## src/rtl/aidr_cfg.svh

```systemverilog
// Constants of the analog input diagnostic record
`ifndef AIDR_CFG_SVH
`define AIDR_CFG_SVH
`define AIDR_CLK_PERIOD_NS  40
`define AIDR_TICK_PERIOD_NS 1000
`define AIDR_PRESC_CYCLES   (`AIDR_TICK_PERIOD_NS / `AIDR_CLK_PERIOD_NS)
`define AIDR_PRESC_LAST     5'((`AIDR_PRESC_CYCLES) - 1)
`define AIDR_NUM_CHAN       4
`define AIDR_MOD_SRC        3'h4
`define AIDR_MODULE_CLASS_INFO_VAL     8'h15
`define AIDR_CHANNEL_KIND_CODE_VAL      8'h71
`define AIDR_DIAG_BITS_PER_CHANNEL_VAL     8'h08
`define AIDR_CHANNEL_COUNT_VAL      8'h04
`define AIDR_REC_LEN        5'h14
`define AIDR_SHORT_LEN      5'h04
`define AIDR_B_ERRA         5'h00
`define AIDR_B_MODULE_CLASS_INFO       5'h01
`define AIDR_B_ERRD         5'h03
`define AIDR_B_CHANNEL_KIND_CODE        5'h04
`define AIDR_B_DIAG_BITS_PER_CHANNEL       5'h05
`define AIDR_B_CHANNEL_COUNT        5'h06
`define AIDR_B_GROUP_ERROR_FLAGS        5'h07
`define AIDR_B_CH0          5'h08
`define AIDR_B_STAMP        5'h10
`define AIDR_PATH_DS        2'h0
`define AIDR_PATH_IX        2'h1
`define AIDR_PATH_SX        2'h2
`define AIDR_DS_FULL        16'h0001
`define AIDR_DS_SHORT       16'h0000
`define AIDR_IX_FULL        16'h2f01
`define AIDR_IX_SHORT       16'h2f00
`define AIDR_SX_INDEX       16'h5005
`define AIDR_SX_FIRST       8'h02
`define AIDR_REG_CTRL       32'h0000_0000
`define AIDR_REG_ACCESS     32'h0000_0004
`define AIDR_REG_DATA       32'h0000_0008
`define AIDR_REG_EVENT      32'h0000_000c
`define AIDR_EVT_PEND_BIT   4
`endif

```

## src/rtl/aidr_pkg.sv

```systemverilog
// Types shared by both ends of the diagnostic record link
package aidr_pkg;
    typedef enum logic [1:0] {
        AIDR_IRQ_IDLE = 2'b01,
        AIDR_IRQ_WAIT = 2'b10
    } aidr_irq_st_t;
    typedef enum logic [1:0] {
        AIDR_CTL_IDLE = 2'b01,
        AIDR_CTL_BUSY = 2'b10
    } aidr_ctl_st_t;
    typedef logic [7:0] aidr_byte_t;
endpackage : aidr_pkg

```

## src/rtl/aidr_if.sv

```systemverilog
// Backplane link between diagnostic record device and controller
`timescale 1ns/1ps
interface aidr_if;
    logic       diag_en;
    logic       rd_req;
    logic       rd_full;
    logic [4:0] rd_byte;
    logic       rd_valid;
    logic [7:0] rd_data;
    logic       rd_err;
    logic       irq_valid;
    logic       irq_going;
    logic [2:0] irq_src;
    logic       irq_ack;
    modport dev (input diag_en, input rd_req, input rd_full, input rd_byte,
                 output rd_valid, output rd_data, output rd_err,
                 output irq_valid, output irq_going, output irq_src, input irq_ack);
    modport ctl (output diag_en, output rd_req, output rd_full, output rd_byte,
                 input rd_valid, input rd_data, input rd_err,
                 input irq_valid, input irq_going, input irq_src, output irq_ack);
endinterface : aidr_if

```

## src/rtl/aidr_device.sv

```systemverilog
// Analog input module diagnostic record, ticker and diagnostic interrupts
// How it works
// - 32-bit microsecond ticker, zero at reset
// - Ticker wraps to zero and keeps counting
// - Hardware event snapshot keeps ticker low 16 bits
// - Incoming diagnostic interrupts only while enable set, going ones always
// - Incoming on cause, going when cause clears
// - Channel events between incoming and going dropped
// - Fault indicator lit while any source active
// - Set 01h full record, 00h four bytes
// - Index 2F01h full, 2F00h four bytes
// - Index 5005h subindexes map record bytes
// - First byte holds module fault summary bits
// - Module info byte is class 0101b, bit4
// - Fourth byte: buffer, communication, lost interrupt
// - Channel kind code 71h analog input
// - Eight diagnostic bits per channel
// - Channel count byte reports four
// - Group error bit n per channel n
// - Channel byte: config, lost, underflow, overflow
// - Timestamp captured at each diagnostic event
`timescale 1ns/1ps
`include "aidr_cfg.svh"
module aidr_device
    import aidr_pkg::*;
(
    input  wire logic       hclk,
    input  wire logic       hresetn,
    aidr_if.dev             link,
    input  wire logic [3:0] chan_cfg_err,
    input  wire logic [3:0] chan_irq_lost,
    input  wire logic [3:0] chan_underflow,
    input  wire logic [3:0] chan_overflow,
    input  wire logic       param_err,
    input  wire logic       aux_supply_missing,
    input  wire logic       diag_buf_overflow,
    input  wire logic       comm_err,
    input  wire logic       hw_irq_event,
    output logic            module_fault_indicator,
    output logic [15:0]     ticker_low_snapshot
);
    typedef struct packed {
        logic [4:0]       presc;
        logic [31:0]      ticker;
        logic [15:0]      snap_lo;
        logic [4:0]       active;
        aidr_byte_t [3:0] lat_ch;
        logic [3:0]       lat_mod;
        logic [31:0]      stamp;
        aidr_irq_st_t     fsm;
        logic             irq_valid;
        logic             irq_going;
        logic [2:0]       irq_src;
        logic             rd_valid;
        aidr_byte_t       rd_data;
        logic             rd_err;
    } aidr_dev_st_t;

    aidr_dev_st_t     st_q;
    aidr_dev_st_t     st_d;
    aidr_byte_t [3:0] chan_byte;
    logic [4:0]       cause;
    logic [4:0]       change;

    // Lowest numbered source that needs an interrupt
    function automatic logic [2:0] aidr_first(input logic [4:0] v);
        logic [2:0] idx;
        idx = 3'h0;
        for (int i = 4; i >= 0; i--)
        begin
            if (v[i])
            begin
                idx = 3'(i);
            end
        end
        return idx;
    endfunction : aidr_first

    // Record byte at a given offset
    function automatic aidr_byte_t aidr_rec_byte(input logic [4:0] b, input aidr_dev_st_t s);
        aidr_byte_t r;
        r = 8'h00;
        if (b == `AIDR_B_ERRA)
        begin
            r = {s.lat_mod[3], 2'b00, s.lat_mod[2], |s.active[3:0],
                 s.lat_mod[2], s.lat_mod[1] | s.lat_mod[0], |s.active};
        end
        else if (b == `AIDR_B_MODULE_CLASS_INFO)
        begin
            r = `AIDR_MODULE_CLASS_INFO_VAL;
        end
        else if (b == `AIDR_B_ERRD)
        begin
            r = {1'b0, s.lat_ch[0][5] | s.lat_ch[1][5] | s.lat_ch[2][5] | s.lat_ch[3][5],
                 1'b0, s.lat_mod[0], s.lat_mod[1], 3'b000};
        end
        else if (b == `AIDR_B_CHANNEL_KIND_CODE)
        begin
            r = `AIDR_CHANNEL_KIND_CODE_VAL;
        end
        else if (b == `AIDR_B_DIAG_BITS_PER_CHANNEL)
        begin
            r = `AIDR_DIAG_BITS_PER_CHANNEL_VAL;
        end
        else if (b == `AIDR_B_CHANNEL_COUNT)
        begin
            r = `AIDR_CHANNEL_COUNT_VAL;
        end
        else if (b == `AIDR_B_GROUP_ERROR_FLAGS)
        begin
            r = {4'h0, s.active[3:0]};
        end
        else if (b >= `AIDR_B_CH0 && b < `AIDR_B_CH0 + 5'h04)
        begin
            r = s.lat_ch[2'(b - `AIDR_B_CH0)];
        end
        else if (b >= `AIDR_B_STAMP && b < `AIDR_REC_LEN)
        begin
            r = s.stamp[8 * 32'(2'(b - `AIDR_B_STAMP)) +: 8];
        end
        return r;
    endfunction : aidr_rec_byte

    generate
        for (genvar g = 0; g < `AIDR_NUM_CHAN; g++)
        begin : g_chan
            assign chan_byte[g] = {chan_overflow[g], chan_underflow[g], chan_irq_lost[g],
                                   4'h0, chan_cfg_err[g]};
            assign cause[g]     = |chan_byte[g];
        end
    endgenerate
    assign cause[4] = param_err | aux_supply_missing | diag_buf_overflow | comm_err;
    // New incoming only while enabled, going always follows
    assign change = ((cause & ~st_q.active) & {5{link.diag_en}}) | (~cause & st_q.active);

    always_comb
    begin
        st_d          = st_q;
        st_d.rd_valid = 1'b0;
        if (st_q.presc == `AIDR_PRESC_LAST)
        begin
            st_d.presc  = 5'h00;
            st_d.ticker = st_q.ticker + 32'h0000_0001;
        end
        else
        begin
            st_d.presc = st_q.presc + 5'h01;
        end
        // Low half sampled at hardware event
        if (hw_irq_event)
        begin
            st_d.snap_lo = st_q.ticker[15:0];
        end
        case (st_q.fsm)
            AIDR_IRQ_IDLE:
            begin
                if (|change)
                begin
                    st_d.irq_src   = aidr_first(change);
                    st_d.irq_going = st_q.active[aidr_first(change)];
                    st_d.irq_valid = 1'b1;
                    st_d.fsm       = AIDR_IRQ_WAIT;
                    st_d.stamp     = st_q.ticker;
                    // Incoming latches cause, going clears it
                    st_d.active[aidr_first(change)] = ~st_q.active[aidr_first(change)];
                    if (aidr_first(change) == `AIDR_MOD_SRC)
                    begin
                        st_d.lat_mod = st_q.active[4] ? 4'h0 :
                            {param_err, aux_supply_missing, diag_buf_overflow, comm_err};
                    end
                    else
                    begin
                        st_d.lat_ch[2'(aidr_first(change))] =
                            st_q.active[aidr_first(change)] ? 8'h00 :
                            chan_byte[2'(aidr_first(change))];
                    end
                end
            end
            AIDR_IRQ_WAIT:
            begin
                if (link.irq_ack)
                begin
                    st_d.irq_valid = 1'b0;
                    st_d.fsm       = AIDR_IRQ_IDLE;
                end
            end
            default:
            begin
                st_d.fsm       = AIDR_IRQ_IDLE;
                st_d.irq_valid = 1'b0;
            end
        endcase
        // Short set limited to four bytes
        if (link.rd_req)
        begin
            st_d.rd_valid = 1'b1;
            st_d.rd_err   = link.rd_byte >= (link.rd_full ? `AIDR_REC_LEN : `AIDR_SHORT_LEN);
            st_d.rd_data  = st_d.rd_err ? 8'h00 : aidr_rec_byte(link.rd_byte, st_q);
        end
    end

    always_ff @(posedge hclk or negedge hresetn)
    begin
        if (!hresetn)
        begin
            // Ticker and record cleared at reset
            st_q     <= '0;
            st_q.fsm <= AIDR_IRQ_IDLE;
        end
        else
        begin
            st_q <= st_d;
        end
    end

    assign link.irq_valid = st_q.irq_valid;
    assign link.irq_going = st_q.irq_going;
    assign link.irq_src   = st_q.irq_src;
    assign link.rd_valid  = st_q.rd_valid;
    assign link.rd_data   = st_q.rd_data;
    assign link.rd_err    = st_q.rd_err;
    // Lit from first incoming to last going
    assign module_fault_indicator = |st_q.active;
    assign ticker_low_snapshot    = st_q.snap_lo;
endmodule : aidr_device

```

## src/flat_wrapper.sv

```systemverilog
// flat-port wrapper written by rule: the top's interface ports become plain ports
module aidr_device_flat import aidr_pkg::*;
  (hclk, hresetn, chan_cfg_err, chan_irq_lost, chan_underflow, chan_overflow, param_err, aux_supply_missing, diag_buf_overflow, comm_err, hw_irq_event, module_fault_indicator, ticker_low_snapshot, link_diag_en, link_rd_req, link_rd_full, link_rd_byte, link_rd_valid, link_rd_data, link_rd_err, link_irq_valid, link_irq_going, link_irq_src, link_irq_ack);
  aidr_if link_i ();
  input  wire logic hclk;
  input  wire logic hresetn;
  input  wire logic [3:0] chan_cfg_err;
  input  wire logic [3:0] chan_irq_lost;
  input  wire logic [3:0] chan_underflow;
  input  wire logic [3:0] chan_overflow;
  input  wire logic param_err;
  input  wire logic aux_supply_missing;
  input  wire logic diag_buf_overflow;
  input  wire logic comm_err;
  input  wire logic hw_irq_event;
  output logic module_fault_indicator;
  output logic [15:0] ticker_low_snapshot;
  input wire logic [$bits(link_i.diag_en)-1:0] link_diag_en;
  input wire logic [$bits(link_i.rd_req)-1:0] link_rd_req;
  input wire logic [$bits(link_i.rd_full)-1:0] link_rd_full;
  input wire logic [$bits(link_i.rd_byte)-1:0] link_rd_byte;
  output wire logic [$bits(link_i.rd_valid)-1:0] link_rd_valid;
  output wire logic [$bits(link_i.rd_data)-1:0] link_rd_data;
  output wire logic [$bits(link_i.rd_err)-1:0] link_rd_err;
  output wire logic [$bits(link_i.irq_valid)-1:0] link_irq_valid;
  output wire logic [$bits(link_i.irq_going)-1:0] link_irq_going;
  output wire logic [$bits(link_i.irq_src)-1:0] link_irq_src;
  input wire logic [$bits(link_i.irq_ack)-1:0] link_irq_ack;
  assign link_i.diag_en = link_diag_en;
  assign link_i.rd_req = link_rd_req;
  assign link_i.rd_full = link_rd_full;
  assign link_i.rd_byte = link_rd_byte;
  assign link_rd_valid = link_i.rd_valid;
  assign link_rd_data = link_i.rd_data;
  assign link_rd_err = link_i.rd_err;
  assign link_irq_valid = link_i.irq_valid;
  assign link_irq_going = link_i.irq_going;
  assign link_irq_src = link_i.irq_src;
  assign link_i.irq_ack = link_irq_ack;
  aidr_device u_core (.hclk(hclk), .hresetn(hresetn), .link(link_i), .chan_cfg_err(chan_cfg_err), .chan_irq_lost(chan_irq_lost), .chan_underflow(chan_underflow), .chan_overflow(chan_overflow), .param_err(param_err), .aux_supply_missing(aux_supply_missing), .diag_buf_overflow(diag_buf_overflow), .comm_err(comm_err), .hw_irq_event(hw_irq_event), .module_fault_indicator(module_fault_indicator), .ticker_low_snapshot(ticker_low_snapshot));
endmodule
```

## config.mk

```make
export PLATFORM = sky130hd
export DESIGN_NAME = aidr_device_flat
export DESIGN_NICKNAME = d
export VERILOG_FILES = /design/src/rtl/aidr_pkg.sv /design/src/rtl/aidr_if.sv /design/src/rtl/aidr_device.sv /design/src/flat_wrapper.sv
export VERILOG_INCLUDE_DIRS = /design/src /design/src/rtl
export SDC_FILE = /design/constraint.sdc
export NUM_CORES = 1
export LEC_CHECK = 0
export ABC_AREA = 1
export BUFFER_PORTS_ARGS = -buffer_cell sky130_fd_sc_hd__buf_2
export CELL_PAD_IN_SITES_DETAIL_PLACEMENT = 0
export CELL_PAD_IN_SITES_GLOBAL_PLACEMENT = 1
export CORE_ASPECT_RATIO = 1.4
export CORE_UTILIZATION = 45
export DETAILED_ROUTE_END_ITERATION = 7
export PLACE_DENSITY_LB_ADDON = 0.1
export SKIP_CTS_REPAIR_TIMING = 1
export SYNTH_ARGS = -nofsm -noshare
export SYNTH_HDL_FRONTEND = slang
export SYNTH_SLANG_ARGS = --single-unit
export TNS_END_PERCENT = 20
```

## constraint.sdc

```tcl
create_clock -name hclk -period 1.9 [get_ports hclk]
set_clock_uncertainty 0.1 [all_clocks]
set_input_delay 0.19 -clock hclk [delete_from_list [all_inputs] [get_ports hclk]]
set_output_delay 0.19 -clock hclk [all_outputs]
set_load 0.01 [all_outputs]
```

## Word-level counts from Yosys, hierarchy flattened

Index checks and enable logic that the tools add are counted.

| operators by class | value |
|---|---|
| bitwise operators | 15 |
| shift operators | 1 |
| muxes and demuxes | 42 |
| eq/ne operators | 12 |
| add/sub/neg operators | 4 |
| $lt $le $gt $ge | 11 |
| reduce and logical (&&, ||, !) cells | 16 |

Operator list:

| kind | count |
|---|---|
| 8-bit two-way mux | 14 |
| 3-bit two-way mux | 11 |
| 32-bit by 1-bit adder with 32-bit output (second input constant) | 1 |
| 8-bit binary-select mux with 2-bit select | 2 |
| 32-bit bitwise mux | 1 |
| 32-bit by 6-bit indexed part select with 8-bit output | 1 |
| 5-bit by 3-bit == test with 1-bit output (second input constant) | 4 |
| 4-bit OR reduction | 5 |
| 8-bit demux with 2-bit select | 1 |
| 5-bit AND | 3 |
| 10-bit two-way mux | 1 |
| 5-bit two-way mux | 2 |
| 5-bit NOT | 2 |
| 5-bit OR reduction | 2 |
| 3-bit by 4-bit less-than comparator with 1-bit output (second input constant) | 2 |
| 7-bit two-way mux | 1 |
| 1-bit bitwise OR | 7 |
| 1-bit binary-select mux with 3-bit select | 2 |
| 2-bit by 3-bit less-than comparator with 1-bit output (second input constant) | 2 |
| 3-bit one-hot mux with 2 select lines | 1 |
| 3-bit AND reduction | 2 |
| 5-bit by 1-bit adder with 5-bit output (second input constant) | 1 |
| 5-bit bitwise mux | 1 |
| 5-bit by 1-bit == test with 1-bit output (second input constant) | 1 |
| other kinds (23) | 31 |

| word-level totals | value |
|---|---|
| word-level logic and storage cells | 118 |
| bits of input ports | 32 |
| output and inout bits | 32 |
| bits in registers | 143 |

## Depth between registers and ports, before layout

Gate-level depths: netlist (run 1).

| depth | value |
|---|---|
| depth in word-level cells | 22 |
| mapped depth | 14 |
| depth with buffers taken out | 14 |

## Worst setup path after synthesis (run 1)

No wires, ideal clock.

| timing path | value |
|---|---|
| path kind | reg2reg |
| start | register u_core.st_q[138] in the netlist's numbering |
| end | register u_core.st_q[121] in the netlist's numbering |
| library setup time | 0.079 ns |
| arrival time | 1.577 ns |
| data required time | 1.721 ns |
| path buffers | 0 |
| clock period less this slack | 1.756 ns |
| path slack | 0.144 ns |
| stages on the path, launching flop included | 10 |
| cells stage by stage | dfrtp_1 -> inv_1 -> ha_1 -> nand4_4 -> nor2_1 -> nand2_2 -> nor4_4 -> nand2_1 -> nor2_1 -> xor2_1 |

| between the ends | value |
|---|---|
| word-level cells in the longest chain between the ends | 1 |

Ends and longest elaborated chain:

| element | line | text |
|---|---|---|
| start, declared | aidr_device.sv:59 | `aidr_dev_st_t st_q;` |
| start signal, assigned | aidr_device.sv:212 | `st_q <= st_d;` |
| 5-bit == test (no line) | -- |  |

No other way between the ends.
A chain may end at the register's enable or synchronous reset.

## Worst setup path after layout (run 1)

| timing path | value |
|---|---|
| start | register u_core.st_q[86] in the netlist's numbering |
| end | output port module_fault_indicator |

| between the ends | value |
|---|---|
| word-level cells in the longest chain between the ends | 1 |

Ends and longest elaborated chain:

| element | line | text |
|---|---|---|
| 5-bit OR reduction | aidr_device.sv:223 | `assign module_fault_indicator = \|st_q.active;` |
| end, declared | flat_wrapper.sv:16 | `output logic module_fault_indicator;` |

No other way between the ends.

==> reports/qor.csv, run 1 <==
metric,value,unit
syn_inst,792,
critPathArrivalTime,1590,ps
dp_slack,60.7,ps
worstMarginPinSlew,477,ps
yosysUniqueCellTypes,47,
r2r_setup_slack,50,ps
maxSlewViolCount,0,
grtUsageTotal,23.8,%
dp_cells,1047,
overflow,0,
cts_tree,built,
cp_max_fo,4,
finalHoldViolations,0,
worstSetupPathType,flip-flop to primary output,
cts_buffers,17,
gp_congestion,0.852,
finalCriticalPeriod,1880,ps
vias,5561,
start_util,46.4,%
drt_iter0_markers,261,
clkSlewWorstSetupHoldPaths,60,ps
max_cap_viol_count,0,
synth-edff-count,0,
rows,52,
antenna_cells,0,
port_buffers,63,
clock-sinks,126,
synth_common_cells,"188 x nand2_1, 125 x dfrtp_1, 80 x inv_1",
routedWlPerCell,16.0,um
p_leak,0.00420,uW
synthArstFlopShare,100,%
max-vdd-ir-drop,670,uV
htree_levels,4,
drt.antenna.violating_nets,0,
stdcell_count,1097,
first_pass_iters,5,
cts_root_buf,clkbuf_16,
clk_latency,420,ps
die_w,106,um
core_area,0.0146,mm^2
ys_warn_count,0,
grt_max_degree,64,
finalWirelength,17500,um
critPathLaunchType,flip-flop,
r2r-end,u_core.st_q[135],
fmax,532,MHz
slew_headroom,68.2,%
syn-num-nets,828,
grt_pass1_wl,28000,um
met2_usage,43.8,%
reg2reg_depth,9,
clockBufferDepth,2,
finalSetupViolCount,0,
synth.area.top_cells,"dfrtp_1 46%, nand2_1 10%, inv_1 4.4%, xor2_1 4.3%, nor2_1 3.8%",
grt_pass1_vias,5572,
cp.required,1610,ps
hpwl,13200,um
die-area,0.0155,mm^2
synth_most_common_cell,nand2_1,
holdCritPathClass,input port to async pin,
ios,64,
route.detailed.drc,0,
synth.avg_cell_area,8.53,um^2
grt_use_met1,25.6,%
synth_seq_cells,126,
startpoint,u_core.st_q[86],
p_per_area,1190,mW/mm^2
met3_usage,4.61,%
holdWs,149,ps
drive_gt1_share,27.5,%
areaGrowthSynthToFinish,23.1,%
fillCellCount,1376,
yosys.area.top_type_share,46.3,%
fin_nets,931,
yosysTopAreaCell,dfrtp_1,
status,finished clean,
ys.flop_type,dfrtp_1,
grt_antenna_before_repair,0,
cp-end-kind,primary output,
fin_crit_sh,98.9,%
rsz0062_at_grt,true,
r2r_start,u_core.st_q[138],
fin_ws,21.2,ps
viasPerCell,5.07,
ys_seq_area_share,46.7,%
grt.busiest_layer,met2,
syn_area,0.00676,mm^2
die_y,147,um
-- critical path, cell delays in order (launching register included) --
cell and delay, ps:
dfrtp_1 410, buf_4 180, nor4_2 230, buf_4 180
nand2_1 50, buf_2 130
-- sequential cells by signal, summed over array words and instances, names as in the netlist --
name / flops
u_core.st_q: 95
u_core.ticker_low_snapshot: 16
u_core.link.rd_data: 8
u_core.link.irq_src: 3
u_core.link.irq_going: 1
u_core.link.irq_valid: 1
u_core.link.rd_err: 1
u_core.link.rd_valid: 1
-- routing by layer --
metal  vias to the layer above  routed length, um
li1                       2741                  -
met1                      2682               6770
met2                       102               9720
met3                        36                446
met4                         0                598
met5                         -                  0
-- worst max path at each step --
stage	endpoint	slack [ps]	cells past startpoint
final	module_fault_indicator	20	5
after global routing	u_core.st_q[135]	-90	9
after CTS	module_fault_indicator	-80	5
after detailed placement	u_core.st_q[121]	60	9
after global placement	u_core.st_q[59]	70	14
after floorplan	u_core.st_q[121]	140	9
-- cell type report --
cell class | instances | area, um^2 | share of cell area, %
sequential | 126 | 3150 | 37.9
multi-input combinational | 531 | 3020 | 36.3
clock inverter | 14 | 229 | 2.75
inverter | 95 | 367 | 4.41
clock buffer | 18 | 429 | 5.16
tap | 189 | 236 | 2.84
timing repair buffer | 124 | 877 | 10.5
-- kinds of logic (layout without fill, tap and decap cells) --
group | after synthesis | after routing | share of synthesized area (%)
adders and majority gates | 4 | 4 | 0.741
xor gates and xnor gates | 33 | 33 | 4.28
and+or+nand+nor | 383 | 384 | 27.3
DFF | 126 | 126 | 46.7
buffers and inverters | 136 | 251 | 10.5
AOI/OAI and AO/OA | 110 | 110 | 10.4
-- where the power goes --
group	switching, uW	internal (uW)
sequential	246	3040
combinational	1850	1130
clock	1270	2360
total	3360	6530
-- cell usage in the layout, fill, tap and decap left out, types with 8 or more instances in the layout --
| cell type | Yosys | layout |
|---|---|---|
| inv_2 | 8 | 9 |
| nand2_1 | 188 | 182 |
| nand2_2 | 24 | 27 |
| xor2_1 | 33 | 33 |
| a22oi_1 | 11 | 11 |
| inv_1 | 80 | 78 |
| dfrtp_1 | 125 | 125 |
| nand4_1 | 12 | 12 |
| o21ai_0 | 16 | 16 |
| clkbuf_16 | 0 | 18 |
| nand3_1 | 45 | 44 |
| buf_2 | 0 | 62 |
| nor3_1 | 10 | 8 |
| a21oi_1 | 26 | 26 |
| o21ai_1 | 17 | 16 |
| buf_4 | 28 | 48 |
| o21ai_2 | 24 | 25 |
| nor2_1 | 68 | 65 |
-- through the flow --
step | TNS (ps) | util (%) | total power (uW) | instance area [um^2]
global placement | 0 | 50.4 | 5880 | 7340
CTS | -78.8 | 54.9 | 9590 | 8000
finish | 0 | 57.0 | 9890 | 8310
global route | -236 | 57.0 | 10400 | 8310
detailed placement | 0 | 50.4 | 5910 | 7340
floorplan | 0 | - | 5270 | 6760
(Power assumes the default switching activity.)
==> run 2: changes to the inputs <==
--- a/config.mk
+++ b/config.mk
@@ -6,14 +6,15 @@
 export SDC_FILE = /design/constraint.sdc
 export NUM_CORES = 1
 export LEC_CHECK = 0
-export ABC_AREA = 1
+export ABC_AREA = 0
 export BUFFER_PORTS_ARGS = -buffer_cell sky130_fd_sc_hd__buf_2
 export CELL_PAD_IN_SITES_DETAIL_PLACEMENT = 0
 export CELL_PAD_IN_SITES_GLOBAL_PLACEMENT = 1
 export CORE_ASPECT_RATIO = 1.4
-export CORE_UTILIZATION = 45
+export CORE_UTILIZATION = 48
 export DETAILED_ROUTE_END_ITERATION = 7
 export PLACE_DENSITY_LB_ADDON = 0.1
+export SETUP_SLACK_MARGIN = 0.4
 export SKIP_CTS_REPAIR_TIMING = 1
 export SYNTH_ARGS = -nofsm -noshare
 export SYNTH_HDL_FRONTEND = slang
==> reports/qor.csv, run 2 <==
metric,value,unit
holdCritPathClass,input port to flip-flop,
synth_seq_cells,126,
yosysUniqueCellTypes,64,
cts_tree,built,
synth.avg_cell_area,11.9,um^2
finalHoldViolations,0,
hpwl,11100,um
cts_buffers,17,
crit_path_max_incr_delay,570,ps
mostFrequentLayoutCells,"125 x dfrtp_1, 98 x buf_4, 62 x buf_2, 52 x mux2_2, 26 x nand2_1",
clock-sinks,126,
worstMarginPinSlew,477,ps
route.detailed.drc,0,
critPathLaunchType,flip-flop,
max_cap_viol_count,0,
syn_area,0.00633,mm^2
p_per_area,1130,mW/mm^2
start_util,49.2,%
cts_root_buf,clkbuf_16,
grt_pass1_vias,4728,
crit_chain,nand4_1 > or4_4 > nor3_2 > buf_4 > buf_4 > nand2_2 > nor2_2 > xor2_1,
dp_slack,-415,ps
clkSlewWorstSetupHoldPaths,60,ps
ys_seq_area_share,49.8,%
areaGrowthSynthToFinish,33.0,%
die-area,0.0137,mm^2
finalWirelength,15200,um
finalSetupViolCount,48,
p_leak,0.00406,uW
finalCriticalPeriod,2040,ps
slew_headroom,67.8,%
ios,64,
yosys.area.top_type_share,49.4,%
synth_common_cells,"125 x dfrtp_1, 52 x mux2_2, 34 x nand2_1",
crit_buf_inv,2,
finalPower,9480,uW
antenna_cells,0,
critPathArrivalTime,2270,ps
routedWlPerCell,18.0,um
core_area,0.0129,mm^2
cp.required,2130,ps
clk_latency,410,ps
top_register,u_core.st_q,
largest_reg_flops,95,
port_buffers,63,
rsz0062_at_grt,true,
layout_commonest_cell,dfrtp_1,
syn-num-nets,567,
first_pass_iters,4,
cp-end-kind,flip-flop,
grt_max_degree,55,
fmax,491,MHz
htree_levels,4,
viasPerCell,5.55,
grtUsageTotal,22.8,%
ys_warn_count,0,
path_delay_family,simple AND/OR/NAND/NOR gates,
yosysTopAreaCell,dfrtp_1,
gp_congestion,0.861,
die_w,99.1,um
cp_max_fo,3,
grt_pass1_wl,23500,um
worstSetupPathType,flip-flop to flip-flop,
overflow,0,
fin_nets,715,
drt.antenna.violating_nets,0,
synth.area.top_cells,"dfrtp_1 49%, mux2_2 9.2%, mux2_4 3.6%, mux4_2 3.6%, buf_4 3.3%",
max-vdd-ir-drop,718,uV
violations,negative setup slack,
status,"finished, violations left",
clockBufferDepth,2,
holdWs,20.3,ps
cp_slowest_cell,or4_4,
die_y,138,um
maxSlewViolCount,0,
synth_most_common_cell,dfrtp_1,
syn_inst,531,
drt_iter0_markers,183,
grt_antenna_before_repair,0,
ys.flop_type,dfrtp_1,
crit_top_cell,buf_4,
drive_gt1_share,50.4,%
fin_ws,-136,ps
vias,4688,
synthArstFlopShare,100,%
rows,49,
fin_crit_sh,107,%
synth-edff-count,0,
==> run 2: cell types whose count changed after synthesis, sizes merged, moves of 47 or more <==
cell,delta
inv,-75
mux2,+67
nand2,-184
nor2,-49
o21ai,-47
==> run 2: report_power, final <==
| part | internal (uW) | switching (uW) |
|---|---|---|
| registers | 3010 | 206 |
| logic | 1470 | 1400 |
| clock network | 2180 | 1220 |
| total | 6660 | 2820 |
==> run 2: cell families (layout without fill, tap and decap cells) <==
logic type / after synthesis / in the layout / share of synthesized area, %
AO/OA/AOI/OAI: 75 / 75 / 8.75
XOR/XNOR: 34 / 34 / 4.70
AND/OR/NAND/NOR: 149 / 149 / 12.9
multiplexers: 82 / 82 / 17.4
buffers and inverters: 61 / 222 / 5.67
flip-flops: 126 / 126 / 49.8
adder cells (fa/ha/maj): 4 / 4 / 0.790
==> run 2: metrics by stage <==
| stage | instance area (um^2) | setup TNS (ps) | cells | utilization (%) |
|---|---|---|---|---|
| after floorplan | 6400 | -10270 | 531 | - |
| after global placement | 7370 | -22500 | 797 | 57.3 |
| after detailed placement | 7370 | -23390 | 797 | 57.3 |
| after CTS | 8000 | -2810 | 829 | 62.1 |
| after global routing | 8420 | -6200 | 845 | 65.4 |
| final | 8420 | -2150 | 845 | 65.4 |
==> run 2: final timing paths <==
path / from / to / slack [ps] / depth (start not counted)
worst max-delay path: u_core.st_q[112] / u_core.st_q[135] / -140 / 8
worst max register to register: u_core.st_q[112] / u_core.st_q[135] / -140 / 8
worst min-delay path: aux_supply_missing / u_core.st_q[51] / 20 / 3
min in group asynchronous: hresetn / u_core.link.irq_src[0] / 60 / 2
max in group asynchronous: hresetn / u_core.st_q[32] / 1060 / 3
worst min register to register: u_core.link.irq_src[1] / u_core.link.irq_src[1] / 370 / 1
==> run 2: worst min-delay path, cell delays in order <==
cell    delay, ps
buf_2          90
buf_4         100
a31o_2        120
==> run 2: area by class of cell <==
class,count,area [um^2]
clock buffers,20,467
clock inverters,12,159
fillers,1013,4450
inverters,15,56.3
multi-input cells,344,3130
flip-flops and latches,126,3150
well taps,153,191
repair buffers,175,1270
==> run 2: per-layer routing <==
| layer | GRT usage [%] | up-vias | part of all wire, % |
|---|---|---|---|
| met3 | 4.03 | 24 | 3.3 |
| met5 | 0 | - | 0 |
| met2 | 43.4 | 121 | 57 |
| met1 | 24.9 | 2344 | 37 |
| li1 | - | 2199 | - |
| met4 | 9.89 | 0 | 2.3 |
